==> src/design/tcc_pkg.sv <==
package tcc_pkg;

    // ------------------------------------------------------------------
    // Register byte offsets on the internal bus
    // ------------------------------------------------------------------
    localparam logic [7:0] OFS_CONTROL = 8'h12;
    localparam logic [7:0] OFS_FLAGS = 8'h13;
    localparam logic [7:0] OFS_CAP_HI = 8'h14;
    localparam logic [7:0] OFS_CAP_LO = 8'h15;
    localparam logic [7:0] OFS_CMP_HI = 8'h16;
    localparam logic [7:0] OFS_CMP_LO = 8'h17;
    localparam logic [7:0] OFS_CNT_HI = 8'h18;
    localparam logic [7:0] OFS_CNT_LO = 8'h19;
    localparam logic [7:0] OFS_ALT_HI = 8'h1A;
    localparam logic [7:0] OFS_ALT_LO = 8'h1B;

    // ------------------------------------------------------------------
    // Field positions in timer_control and timer_flags
    // ------------------------------------------------------------------
    localparam int BIT_CAPTURE = 7;
    localparam int BIT_MATCH = 6;
    localparam int BIT_WRAP = 5;
    localparam int BIT_EDGE_SEL = 1;
    localparam int BIT_LEVEL = 0;

    // Index of each event inside the three-wide flag and enable vectors.
    localparam int EV_CAPTURE = 2;
    localparam int EV_MATCH = 1;
    localparam int EV_WRAP = 0;

    // ------------------------------------------------------------------
    // Reset values and counts
    // ------------------------------------------------------------------
    localparam logic [15:0] CNT_RESET = 16'hFFFC;
    localparam logic [15:0] CNT_TOP = 16'hFFFF;
    localparam logic [2:0] ENABLES_RESET = 3'h0;
    localparam logic LEVEL_RESET = 1'b0;
    localparam logic EDGE_SEL_POR = 1'b0;
    localparam int PRESCALE_DIV = 4;
    localparam int OSC_START_CYC = 4064;
    localparam int CAP_LAG_STAGES = 2;

    // ------------------------------------------------------------------
    // Bus request carrier
    // ------------------------------------------------------------------
    typedef struct packed {
        logic [7:0] addr;
        logic rd;
        logic wr;
        logic [7:0] wdata;
    } tcc_bus_req_t;

endpackage

==> src/design/tcc_timer.sv <==
`timescale 1ns/100ps
`default_nettype none

module tcc_timer #(
    parameter int OSC_START = tcc_pkg::OSC_START_CYC
) (
    input wire logic clk,
    input wire logic srst,
    input wire logic por,
    input wire tcc_pkg::tcc_bus_req_t bus,
    output logic [7:0] rdata,
    input wire logic stop_mode,
    input wire logic capture_in_pin,
    output logic match_out_pin,
    output logic timer_irq
);

    // The start-up wait counter is sixteen bits wide, and a zero wait
    // would leave the power-on path untested by the logic below.
    if (OSC_START < 1 || OSC_START > 65535) begin : g_bad_osc
        $error("OSC_START out of range");
    end

    // ------------------------------------------------------------------
    // State
    // ------------------------------------------------------------------
    logic [1:0] presc_r;
    logic [15:0] free_count_r;
    logic [15:0] cnt_d1_r;
    logic [15:0] cnt_d2_r;
    logic [15:0] osc_wait_r;
    logic [7:0] cnt_buf_r;
    logic cnt_buf_held_r;
    logic [15:0] capture_value_r;
    logic cap_lock_r;
    logic [15:0] compare_value_r;
    logic cmp_hold_r;
    logic [2:0] irq_en_r;
    logic capture_edge_sel_r;
    logic match_level_bit_r;
    logic [2:0] flags_r;
    logic [2:0] clr_arm_r;
    logic tick_d_r;
    logic pin_s1_r;
    logic pin_s2_r;
    logic pin_s3_r;
    logic stop_d_r;
    logic stop_armed_r;
    logic [15:0] stop_cap_r;
    logic match_out_r;
    logic [7:0] rdata_r;

    // ------------------------------------------------------------------
    // Bus decode
    // ------------------------------------------------------------------
    // The core never raises rd and wr together, so each strobe is decoded
    // on its own and status accesses count either direction.
    wire logic rd_ctl = bus.rd && bus.addr == tcc_pkg::OFS_CONTROL;
    wire logic wr_ctl = bus.wr && bus.addr == tcc_pkg::OFS_CONTROL;
    wire logic acc_flags = (bus.rd || bus.wr)
        && bus.addr == tcc_pkg::OFS_FLAGS;
    wire logic rd_cap_hi = bus.rd && bus.addr == tcc_pkg::OFS_CAP_HI;
    wire logic rd_cap_lo = bus.rd && bus.addr == tcc_pkg::OFS_CAP_LO;
    wire logic wr_cmp_hi = bus.wr && bus.addr == tcc_pkg::OFS_CMP_HI;
    wire logic wr_cmp_lo = bus.wr && bus.addr == tcc_pkg::OFS_CMP_LO;
    wire logic acc_cmp_lo = (bus.rd || bus.wr)
        && bus.addr == tcc_pkg::OFS_CMP_LO;
    wire logic rd_cnt_hi = bus.rd && bus.addr == tcc_pkg::OFS_CNT_HI;
    wire logic rd_cnt_lo = bus.rd && bus.addr == tcc_pkg::OFS_CNT_LO;
    wire logic rd_alt_hi = bus.rd && bus.addr == tcc_pkg::OFS_ALT_HI;
    wire logic rd_alt_lo = bus.rd && bus.addr == tcc_pkg::OFS_ALT_LO;
    wire logic rd_any_hi = rd_cnt_hi || rd_alt_hi;
    wire logic rd_any_lo = rd_cnt_lo || rd_alt_lo;

    // ------------------------------------------------------------------
    // Prescaler and free-running counter
    // ------------------------------------------------------------------
    // The counter stays still while stopped and during the start-up wait.
    // Clearing the prescaler on stop entry makes the first step after an
    // interrupt exit a full four cycles away, as from any other start.
    // The wrap is taken from the step itself, so it is seen exactly once.
    wire logic osc_ready = osc_wait_r == 16'h0000;
    wire logic running = osc_ready && !stop_mode;
    wire logic stop_enter = stop_mode && !stop_d_r;
    wire logic stop_leave = !stop_mode && stop_d_r;
    wire logic presc_last = presc_r == 2'(tcc_pkg::PRESCALE_DIV - 1);
    wire logic tick = running && presc_last;
    wire logic wrap = tick && free_count_r == tcc_pkg::CNT_TOP;
    wire logic [1:0] presc_nxt = stop_enter ? 2'h0
        : running ? presc_r + 2'h1 : presc_r;
    wire logic [15:0] free_count_nxt = tick ? free_count_r + 16'h0001
        : free_count_r;

    always_ff @(posedge clk) begin
        if (srst) begin
            presc_r <= 2'h0;
            free_count_r <= tcc_pkg::CNT_RESET;
            tick_d_r <= 1'b0;
        end else begin
            presc_r <= presc_nxt;
            free_count_r <= free_count_nxt;
            tick_d_r <= tick;
        end
    end

    // A power-on reset holds the counter until the oscillator settles.
    always_ff @(posedge clk) begin
        if (srst) begin
            osc_wait_r <= por ? 16'(OSC_START) : 16'h0000;
        end else if (!osc_ready) begin
            osc_wait_r <= osc_wait_r - 16'h0001;
        end
    end

    // ------------------------------------------------------------------
    // Counter read buffer
    // ------------------------------------------------------------------
    // Both counter images share this one buffer; a program that mixes
    // the two images inside one sequence still reads a consistent pair.
    // Only the first high-byte read captures the low byte, so repeated
    // high reads still pair with the low byte of the first one.
    wire logic buf_take = rd_any_hi && !cnt_buf_held_r;
    wire logic buf_held_nxt = rd_any_lo ? 1'b0
        : rd_any_hi ? 1'b1 : cnt_buf_held_r;

    always_ff @(posedge clk) begin
        if (srst) begin
            cnt_buf_held_r <= 1'b0;
            cnt_buf_r <= 8'h00;
        end else begin
            cnt_buf_held_r <= buf_held_nxt;
            if (buf_take) begin
                cnt_buf_r <= free_count_r[7:0];
            end
        end
    end

    // ------------------------------------------------------------------
    // Output compare
    // ------------------------------------------------------------------
    // Matching is judged once per counter step, right after the step, so
    // one counter value raises one match however long it stands.
    wire logic match = tick_d_r && !cmp_hold_r
        && compare_value_r == free_count_r;
    wire logic cmp_hold_nxt = wr_cmp_lo ? 1'b0
        : wr_cmp_hi ? 1'b1 : cmp_hold_r;

    // The compare bytes carry no reset, so software may keep data in them
    // across resets when the compare function is not wanted.
    always_ff @(posedge clk) begin
        if (wr_cmp_hi) begin
            compare_value_r[15:8] <= bus.wdata;
        end
        if (wr_cmp_lo) begin
            compare_value_r[7:0] <= bus.wdata;
        end
    end

    always_ff @(posedge clk) begin
        if (srst) begin
            cmp_hold_r <= 1'b0;
            match_out_r <= tcc_pkg::LEVEL_RESET;
        end else begin
            cmp_hold_r <= cmp_hold_nxt;
            if (match) begin
                match_out_r <= match_level_bit_r;
            end
        end
    end

    // ------------------------------------------------------------------
    // Input capture
    // ------------------------------------------------------------------
    // The pin passes two flip-flops; a third holds the previous level
    // for the edge detector.
    always_ff @(posedge clk) begin
        if (srst) begin
            pin_s1_r <= 1'b0;
            pin_s2_r <= 1'b0;
            pin_s3_r <= 1'b0;
        end else begin
            pin_s1_r <= capture_in_pin;
            pin_s2_r <= pin_s1_r;
            pin_s3_r <= pin_s2_r;
        end
    end

    // The counter is delayed by the synchroniser lag, and the stored value
    // is one above the count at the clock edge before the pin moved.
    always_ff @(posedge clk) begin
        cnt_d1_r <= free_count_r;
        cnt_d2_r <= cnt_d1_r;
    end

    wire logic rise = pin_s2_r && !pin_s3_r;
    wire logic fall = !pin_s2_r && pin_s3_r;
    wire logic cap_edge = capture_edge_sel_r ? rise : fall;
    wire logic [15:0] cap_sample = cnt_d2_r + 16'h0001;
    wire logic cap_run = cap_edge && !stop_mode && !cap_lock_r;
    wire logic cap_arm = cap_edge && stop_mode && !stop_armed_r;
    wire logic cap_resume = stop_leave && stop_armed_r;
    wire logic cap_lock_nxt = rd_cap_lo ? 1'b0
        : rd_cap_hi ? 1'b1 : cap_lock_r;

    // The capture data has no reset; a reset out of stop simply drops
    // the armed sample instead of copying it.
    // The lock is not applied to the armed sample: it belongs to an edge
    // that came while the core could not have started a read sequence.
    always_ff @(posedge clk) begin
        if (cap_run) begin
            capture_value_r <= cap_sample;
        end else if (!srst && cap_resume) begin
            capture_value_r <= stop_cap_r;
        end
        if (cap_arm) begin
            stop_cap_r <= cap_sample;
        end
    end

    always_ff @(posedge clk) begin
        if (srst) begin
            cap_lock_r <= 1'b0;
            stop_d_r <= 1'b0;
            stop_armed_r <= 1'b0;
        end else begin
            cap_lock_r <= cap_lock_nxt;
            stop_d_r <= stop_mode;
            if (cap_arm) begin
                stop_armed_r <= 1'b1;
            end else if (stop_leave) begin
                stop_armed_r <= 1'b0;
            end
        end
    end

    // ------------------------------------------------------------------
    // Control register
    // ------------------------------------------------------------------
    // Stop entry wins over a write in the same cycle, so no enable can
    // survive into stop and leave a request standing there.
    wire logic [2:0] wr_enables = {bus.wdata[tcc_pkg::BIT_CAPTURE],
        bus.wdata[tcc_pkg::BIT_MATCH], bus.wdata[tcc_pkg::BIT_WRAP]};
    wire logic [2:0] irq_en_nxt = stop_enter ? 3'h0
        : wr_ctl ? wr_enables : irq_en_r;

    always_ff @(posedge clk) begin
        if (srst) begin
            irq_en_r <= tcc_pkg::ENABLES_RESET;
            match_level_bit_r <= tcc_pkg::LEVEL_RESET;
        end else begin
            irq_en_r <= irq_en_nxt;
            if (wr_ctl) begin
                match_level_bit_r <= bus.wdata[tcc_pkg::BIT_LEVEL];
            end
        end
    end

    // Edge select survives ordinary resets; only power-on defines it.
    always_ff @(posedge clk) begin
        if (srst && por) begin
            capture_edge_sel_r <= tcc_pkg::EDGE_SEL_POR;
        end else if (!srst && wr_ctl) begin
            capture_edge_sel_r <= bus.wdata[tcc_pkg::BIT_EDGE_SEL];
        end
    end

    // ------------------------------------------------------------------
    // Status flags
    // ------------------------------------------------------------------
    // The alternate counter bytes are left out of the low-access vector.
    // A set in the same cycle as a clearing access wins, so an event that
    // lands during service is never lost.
    wire logic set_capture = cap_run || cap_resume;
    wire logic set_match = match;
    wire logic set_wrap = wrap;
    wire logic [2:0] flag_set = {set_capture, set_match, set_wrap};
    wire logic [2:0] low_acc = {rd_cap_lo, acc_cmp_lo, rd_cnt_lo};
    wire logic [2:0] flag_clr = clr_arm_r & low_acc;
    wire logic [2:0] flags_nxt = (flags_r & ~flag_clr) | flag_set;
    wire logic [2:0] clr_arm_nxt = (clr_arm_r & ~low_acc)
        | ({3{acc_flags}} & flags_r);

    always_ff @(posedge clk) begin
        if (srst) begin
            flags_r <= 3'h0;
            clr_arm_r <= 3'h0;
        end else begin
            flags_r <= flags_nxt;
            clr_arm_r <= clr_arm_nxt;
        end
    end

    // ------------------------------------------------------------------
    // Read data
    // ------------------------------------------------------------------
    wire logic [7:0] ctl_view = {irq_en_r, 3'b000, capture_edge_sel_r,
        match_level_bit_r};
    wire logic [7:0] flag_view = {flags_r, 5'b00000};
    wire logic [7:0] cnt_lo_view = cnt_buf_held_r ? cnt_buf_r
        : free_count_r[7:0];
    // Unmapped addresses read zero; read data only moves on a read, so a
    // slow core may pick it up any time before its next read.
    logic [7:0] rd_mux;

    always_comb begin
        case (bus.addr)
            tcc_pkg::OFS_CONTROL: rd_mux = ctl_view;
            tcc_pkg::OFS_FLAGS: rd_mux = flag_view;
            tcc_pkg::OFS_CAP_HI: rd_mux = capture_value_r[15:8];
            tcc_pkg::OFS_CAP_LO: rd_mux = capture_value_r[7:0];
            tcc_pkg::OFS_CMP_HI: rd_mux = compare_value_r[15:8];
            tcc_pkg::OFS_CMP_LO: rd_mux = compare_value_r[7:0];
            tcc_pkg::OFS_CNT_HI: rd_mux = free_count_r[15:8];
            tcc_pkg::OFS_CNT_LO: rd_mux = cnt_lo_view;
            tcc_pkg::OFS_ALT_HI: rd_mux = free_count_r[15:8];
            tcc_pkg::OFS_ALT_LO: rd_mux = cnt_lo_view;
            default: rd_mux = 8'h00;
        endcase
    end

    always_ff @(posedge clk) begin
        if (srst) begin
            rdata_r <= 8'h00;
        end else if (bus.rd) begin
            rdata_r <= rd_mux;
        end
    end

    // ------------------------------------------------------------------
    // Outputs
    // ------------------------------------------------------------------
    // Wait mode needs nothing here: the request below stays live and is
    // what wakes the core.
    // The request is built from registers only, so it drops in the cycle
    // after the access that clears its flag.
    assign timer_irq = |(flags_r & irq_en_r);
    assign match_out_pin = match_out_r;
    assign rdata = rdata_r;

endmodule

`default_nettype wire

==> config.mk <==
export PLATFORM = sky130hd
export DESIGN_NAME = tcc_timer
export DESIGN_NICKNAME = d
export VERILOG_FILES = /design/src/design/tcc_pkg.sv /design/src/design/tcc_timer.sv
export SDC_FILE = /design/constraint.sdc
export NUM_CORES = 1
export LEC_CHECK = 0
export ABC_CLOCK_PERIOD_IN_PS = 4150
export BUFFER_PORTS_ARGS = -buffer_cell sky130_fd_sc_hd__buf_2
export CAP_MARGIN = 20
export CELL_PAD_IN_SITES_DETAIL_PLACEMENT = 1
export CELL_PAD_IN_SITES_GLOBAL_PLACEMENT = 2
export CORE_MARGIN = 2
export CORE_UTILIZATION = 41
export DETAILED_ROUTE_END_ITERATION = 10
export GPL_ROUTABILITY_DRIVEN = 1
export PLACE_DENSITY_LB_ADDON = 0.1
export SETUP_SLACK_MARGIN = 0.05
export SKIP_LAST_GASP = 1
export SYNTH_ARGS = -nofsm -noshare
export SYNTH_HDL_FRONTEND = slang
export SYNTH_SLANG_ARGS = --single-unit
==> constraint.sdc <==
create_clock -name clk -period 4.15 [get_ports clk]
set_input_delay 1.245 -clock clk [delete_from_list [all_inputs] [get_ports clk]]
set_output_delay 1.245 -clock clk [all_outputs]
set_load 0.05 [all_outputs]
==> Implementation_results.wiki, run 1 <==
{| class="wikitable"
! Metric !! Value
|-
| Run status || complete, no violations
|-
| Count of flip-flops with a built-in enable after synthesis || 64
|-
| Post-Syn Instances || 582
|-
| Least setup slack across all paths after layout || about 1.1 ns
|-
| Number of iterations in the first detailed-routing pass || 4
|-
| Average cell area after synthesis || 11.3 µm²
|-
| Ordered list of cells on the worst path || buf_2, or4b_1, nor3b_4, and4_1
|-
| Net Count, Synth || a little over 600
|-
| Number of instances resized during post-cts repair || 0
|-
| Share of cells above drive strength 1 || 17.4%
|-
| Min-delay worst type || flip-flop to flip-flop
|-
| DIE HEIGHT || about 130 µm
|-
| Timing startpoint of the critical path || bus[15]
|-
| Pwr per Cell Area || approximately 440 nW/µm²
|-
| Commonest non-fill, non-tap cell in the layout || dfxtp_1
|-
| Number of buffers on the longest clock path || 2
|-
| Distinct cell type count of the synthesized netlist || 65
|-
| Worst setup path class || primary input to flip-flop
|-
| Number of inserted diodes || 0
|-
| Layout net count || 634
|-
| Final ANT Viol Nets || 0
|-
| R2R setup slack || 1.60 ns
|-
| Worst slew margin relative to its limit || 40.9%
|-
| Sequential area share after synthesis || 55.7%
|-
| Global route overflow || 0
|-
| Clock insertion delay at the later pin of the skew report || between 0.4 and 0.5 ns
|-
| Filler cells || 1748
|-
| Reported max-cap violation count || 0
|-
| Number of vias after detailed routing || about 4500
|-
| Yosys warns || 0
|-
| Transition time at the pin with the least slew margin || between 0.8 and 0.9 ns
|-
| Area taken by flip-flops and latches || around 3700 µm²
|-
| Number of endpoints with negative hold slack in the final report || 0
|-
| Aggregate global-route resource usage || 21.0%
|-
| Worst reg2reg path depth || 4
|-
| Number of failing setup endpoints in the final timing report || 0
|-
| Global-route wire length before repair || 26100 µm
|-
| Die extent in x || between 100 and 150 µm
|-
| WL per Instance || 20.2 µm
|-
| Leakage dissipation || 2.68 nW
|-
| Largest stage delay on the critical path || slightly below 0.7 ns
|-
| Share of synthesized flip-flops with an asynchronous set or reset || 0%
|-
| Vias/cell || 5.39
|-
| Layout overhead on the synthesized area || 13.3%
|-
| Standard-cell row count || 46
|-
| Post-CTS Hold Buffers || 0
|-
| Number of global-route vias before repair || about 4600
|-
| I/O Buffers || 32
|-
| Weighted congestion at the end of routability-driven global placement || 0.786
|-
| Cell depth of the worst setup path || 4
|-
| Clock Pin Slew Worst Setup and Hold Paths || 0.06 ns
|-
| Final total negative setup slack || 0 ns
|-
| Max frequency || 332 MHz
|-
| Post-synth design cell area || 6580 µm²
|-
| Slowest CP cell || or4b_1
|-
| Worst R2R End || osc_wait_r[7]
|-
| Setup crit start kind || primary input
|-
| Time the final worst path needs with I/O delays and setup || about 3 ns
|-
| Number of antenna violations at the first check in global routing || 0
|-
| R2R Path Start || osc_wait_r[5]
|-
| Floorplan die area || about 17000 µm²
|-
| Worst clock skew on the final layout || between 0.006 and 0.007 ns
|-
| Number of max-slew violations in the final report || 0
|-
| Dominant register cell in the synthesized netlist || dfxtp_1
|-
| DRC violations left || 0
|-
| Biggest fanout along the worst timing path || 9
|-
| Family with the most delay on the worst path || simple AND/OR/NAND/NOR gates
|-
| Worst Setup End Kind || flip-flop
|-
| RSZ-0062 raised after global routing || false
|-
| Worst setup path endpoint || compare_value_r[0]
|-
| Peak ir drop on the vdd network || 0.306 mV
|-
| Share of the clock period used by the worst path after layout || 72.5%
|-
| Flip-flop and latch count after synthesis || ~150
|-
| I/O pins || 33
|-
| Core Footprint || roughly 16000 µm²
|-
| Final routed wirelength across all metal layers || 16900 µm
|-
| Required time at the endpoint of the critical path || 4.21 ns
|-
| Root Driver || clkbuf_16
|-
| Area of the multi-input gates || 2720 µm²
|-
| Maximum number of pins on one net before global-route repair || 47
|-
| Placement Setup Slack || 0.714 ns
|-
| Post-CTS setup-driven buffer insertion count || 0
|-
| Top library cells by usage in the layout, fill and taps aside || 87 x dfxtp_1, 64 x edfxtp_1, 55 x nor2_1
|-
| Clock tree from TritonCTS || done
|-
| Initial DRC count || 265
|-
| Critical path buffers and inverters || 1
|-
| Total clock buffers created by CTS || 17
|-
| Count of H-tree levels built during CTS || 4
|-
| Total clock sinks || 151
|-
| Data arrival time of the critical path || 3.07 ns
|-
| Initial standard-cell utilization of the core || 41.7%
|-
| HPWL after detailed placement || ~12000 µm
|}
==> synth_stat cells (8+ instances only) <==
cell      count  area share (%)
dfxtp_1      87              26
xnor2_1      32             4.3
o21ai_0      21             1.6
nor2_1       55             3.1
xor2_1       15             2.0
nand3_1      27             2.1
and3_1        8            0.76
or3_1         8            0.76
buf_2         9            0.69
nand4_1      11             1.0
nor3_1       15             1.1
a21oi_1      24             1.8
a22oi_1       9             1.0
edfxtp_1     64              29
nor2b_1      11             1.0
nand2_1      33             1.9
mux2i_1      21             3.2
clkbuf_1     13            0.74
inv_1        12            0.69
mux2_2       23             3.9
==> state kept, by name (all words and copies together), names as in the netlist, 8 cells and up <==
name,count
capture_value_r,16
cnt_d1_r,16
cnt_d2_r,16
compare_value_r,16
free_count_r,16
osc_wait_r,16
stop_cap_r,16
cnt_buf_r,8
rdata,8
==> routing by layer <==
layer,wire length [µm],vias up,GRT usage (%)
met5,0,-,0
li1,-,2165,-
met4,291,0,6.32
met3,588,19,5.05
met2,8470,75,35.5
met1,7550,2248,26.7
==> through the flow <==
step / instance area [µm²] / hold WS, ns / power [W] / cells / utilization [%]
after floorplan: 6580 / 0.310 / 0.00173 / 582 / -
after global placement: 6880 / 0.310 / 0.00177 / 804 / 43.7
after detailed placement: 6880 / 0.313 / 0.00178 / 804 / 43.7
after CTS: 7450 / 0.325 / 0.00327 / 836 / 47.2
after global routing: 7450 / 0.328 / 0.00335 / 836 / 47.2
final: 7450 / 0.325 / 0.00324 / 836 / 47.2
==> where the power goes <==
part	total, W	internal (W)	switching (W)
Sequential	0.00160	0.00157	0.0000287
Combinational	0.000149	0.0000585	0.0000900
Clock	0.00150	0.000883	0.000612
Total	0.00324	0.00251	0.000730
==> worst min path at each step <==
stage / from / endpoint / slack (ns) / cells past startpoint
CTS: cnt_d1_r[1] / cnt_d2_r[1] / 0.32 / 0
floorplan: cnt_d1_r[0] / cnt_d2_r[0] / 0.31 / 0
finish: cnt_d1_r[1] / cnt_d2_r[1] / 0.32 / 0
detailed placement: cnt_d1_r[11] / cnt_d2_r[11] / 0.31 / 0
global placement: cnt_d1_r[6] / cnt_d2_r[6] / 0.31 / 0
global route: cnt_d1_r[1] / cnt_d2_r[1] / 0.33 / 0
==> worst register-to-register path: cells and delay by family, from the launching register on <==
kind | cells | cell delay, ns
flip-flops | 1 | 0.49
AND/OR/NAND/NOR | 4 | 1.59
==> layout make-up <==
type	instances	area share [%]
clock buffers	20	5.86
clock inverters	12	1.70
inverters	12	0.605
multi-input cells	389	36.5
flip-flops and latches	151	49.2
well taps	216	3.63
repair buffers	36	2.55
==> kinds of logic after synthesis <==
family / share of synthesized area, %
and+or+nand+nor: 17.9
DFF: 55.7
AOI/OAI and AO/OA: 7.84
muxes: 8.51
xor gates and xnor gates: 6.26
buffers and inverters: 2.99
adders and majority gates: 0.761
Power figures use the tool's default switching activity.
==> run 2, diff against run 1 <==
ABC_CLOCK_PERIOD_IN_PS = 3000   (was 4150)
clock period = 3 ns   (was 4.15 ns; I/O delays follow)
==> run 2 against run 1 <==
First-iteration DRC count down 34%. Final area is 2.8% higher. Via count grew 1.2%.
==> Implementation_results.wiki, run 2 (synthesis results as in run 1) <==
{| class="wikitable"
! Metric !! Value
|-
| Run status || complete, no violations (unchanged)
|-
| DRC violations left || 0 (unchanged)
|-
| Leakage dissipation || 2.81 nW (was 2.68 nW)
|-
| Layout net count || 652 (was 634)
|-
| Layout overhead on the synthesized area || 16.4% (was 13.3%)
|-
| Share of the clock period used by the worst path after layout || 80.5%
|-
| Number of vias after detailed routing || 4563 (was 4507)
|-
| Critical path buffers and inverters || 1 (unchanged)
|-
| Core Footprint || 15800 µm² (unchanged)
|-
| Max frequency || 414 MHz
|-
| Standard-cell row count || 46 (unchanged)
|-
| Worst slew margin relative to its limit || 53.8% (was 40.9%)
|-
| Ordered list of cells on the worst path || buf_2, or4b_1, nor3b_4, and4_1 (unchanged)
|-
| Min-delay worst type || flip-flop to flip-flop (unchanged)
|-
| Weighted congestion at the end of routability-driven global placement || 0.823 (was 0.786)
|-
| Transition time at the pin with the least slew margin || 0.683 ns (was 0.886 ns)
|-
| Worst clock skew on the final layout || 0.00999 ns (was 0.00653 ns)
|-
| Number of antenna violations at the first check in global routing || 0 (unchanged)
|-
| WL per Instance || 20.2 µm (about the same)
|-
| Time the final worst path needs with I/O delays and setup || around 2.4 ns
|-
| Reported max-cap violation count || 0 (unchanged)
|-
| Global-route wire length before repair || 27100 µm (was 26100 µm)
|-
| Area taken by flip-flops and latches || 3660 µm² (unchanged)
|-
| Setup crit start kind || primary input (unchanged)
|-
| Final ANT Viol Nets || 0 (unchanged)
|-
| Maximum number of pins on one net before global-route repair || 29 (was 47)
|-
| Count of H-tree levels built during CTS || 4 (unchanged)
|-
| Number of instances resized during post-cts repair || 0 (unchanged)
|-
| Post-CTS Hold Buffers || 0 (unchanged)
|-
| Clock tree from TritonCTS || done (unchanged)
|-
| Family with the most delay on the worst path || simple AND/OR/NAND/NOR gates (unchanged)
|-
| HPWL after detailed placement || 12800 µm (was 12200 µm)
|-
| Number of max-slew violations in the final report || 0 (unchanged)
|-
| Placement Setup Slack || 0.155 ns (was 0.714 ns)
|-
| Number of global-route vias before repair || 4832 (was 4611)
|-
| Filler cells || 1744 (was 1748)
|-
| Peak ir drop on the vdd network || 0.410 mV (was 0.306 mV)
|-
| Number of buffers on the longest clock path || 2 (unchanged)
|-
| Root Driver || clkbuf_16 (unchanged)
|-
| Biggest fanout along the worst timing path || 9 (unchanged)
|-
| Largest stage delay on the critical path || 0.70 ns (was 0.68 ns)
|-
| Floorplan die area || 17100 µm² (unchanged)
|-
| Required time at the endpoint of the critical path || 3.07 ns (was 4.21 ns)
|-
| Aggregate global-route resource usage || 21.8% (was 21.0%)
|-
| Share of cells above drive strength 1 || 20.1% (was 17.4%)
|-
| Final Core Density || 48.5% (was 47.2%)
|-
| Post-CTS setup-driven buffer insertion count || 0 (unchanged)
|-
| Final total negative setup slack || 0 ns (unchanged)
|-
| Clock Pin Slew Worst Setup and Hold Paths || 0.06 ns (about the same)
|-
| Final routed wirelength across all metal layers || 17300 µm (was 16900 µm)
|-
| DIE HEIGHT || 131 µm (unchanged)
|-
| Die extent in x || 131 µm (unchanged)
|-
| Worst setup path class || primary input to flip-flop (unchanged)
|-
| RSZ-0062 raised after global routing || false (unchanged)
|-
| Global route overflow || 0 (unchanged)
|-
| Area of the multi-input gates || 2720 µm² (unchanged)
|-
| Vias/cell || 5.34 (was 5.39)
|-
| Initial standard-cell utilization of the core || 41.7% (unchanged)
|-
| Initial DRC count || 176 (was 265)
|-
| Least setup slack across all paths after layout || 0.584 ns (was 1.14 ns)
|-
| Slowest CP cell || or4b_1 (unchanged)
|-
| Total clock buffers created by CTS || 17 (unchanged)
|-
| Total non-filler cell area in the finished layout || 7660 µm² (was 7450 µm²)
|-
| Worst Setup End Kind || flip-flop (unchanged)
|-
| Number of iterations in the first detailed-routing pass || 4 (unchanged)
|-
| Data arrival time of the critical path || 2.49 ns (was 3.07 ns)
|-
| Pwr per Cell Area || 617 nW/µm² (was 435 nW/µm²)
|-
| Commonest non-fill, non-tap cell in the layout || dfxtp_1 (unchanged)
|-
| I/O Buffers || 32 (unchanged)
|-
| Total clock sinks || 151 (unchanged)
|-
| Clock insertion delay at the later pin of the skew report || 0.43 ns (was 0.42 ns)
|-
| Post-place instance area || 7020 µm² (was 6880 µm²)
|-
| Top library cells by usage in the layout, fill and taps aside || 87 x dfxtp_1, 64 x edfxtp_1, 55 x nor2_1 (unchanged)
|-
| Number of inserted diodes || 0 (unchanged)
|-
| Final worst hold slack || 0.327 ns (was 0.325 ns)
|-
| Number of endpoints with negative hold slack in the final report || 0 (unchanged)
|-
| I/O pins || 33 (unchanged)
|-
| Number of failing setup endpoints in the final timing report || 0 (unchanged)
|}
run 2: cell types whose count changed in the layout (fill, tap and decap cells not counted), sizes merged:
cell	change
buf	+18
bufinv	+1
inv	+4
clkinvlp	-2
clkinv	-3
run 2: metrics by stage:
stage,power [W],cells
2_1_floorplan,0.00239,582
3_3_place_gp,0.00246,822
3_5_place_dp,0.00247,822
4_1_cts,0.00477,854
5_1_grt,0.00487,854
6_report,0.00472,854
run 2: path summary, 6_finish.rpt:
check | cells past startpoint | slack [ns] | from | to
max | 4 | 0.58 | bus[15] | compare_value_r[6]
min | 0 | 0.33 | cnt_d1_r[10] | cnt_d2_r[10]
max reg2reg | 7 | 0.89 | osc_wait_r[0] | free_count_r[15]
min reg2reg | 0 | 0.33 | cnt_d1_r[10] | cnt_d2_r[10]
run 2: layout make-up:
cell class / instances / area share [%]
well taps: 216 / 3.53
repair buffers: 54 / 4.25
inverters: 12 / 0.588
flip-flops and latches: 151 / 47.9
multi-input cells: 389 / 35.5
clock inverters: 12 / 2.06
clock buffers: 20 / 6.26
run 2: where the power goes:
group / leakage, nW / switching [W] / internal (W)
logic: 1.22 / 0.000126 / 0.0000891
registers: 1.28 / 0.0000405 / 0.00217
clock network: 0.318 / 0.000875 / 0.00142
total: 2.81 / 0.00104 / 0.00368
run 2: routing by layer:
metal	part of all wire, %	global-route usage [%]	wire length, µm
met3	3.7	4.36	643
met2	51	37.9	8900
met4	1.6	7.57	277
met1	43	27.0	7470
met5	0	0	0
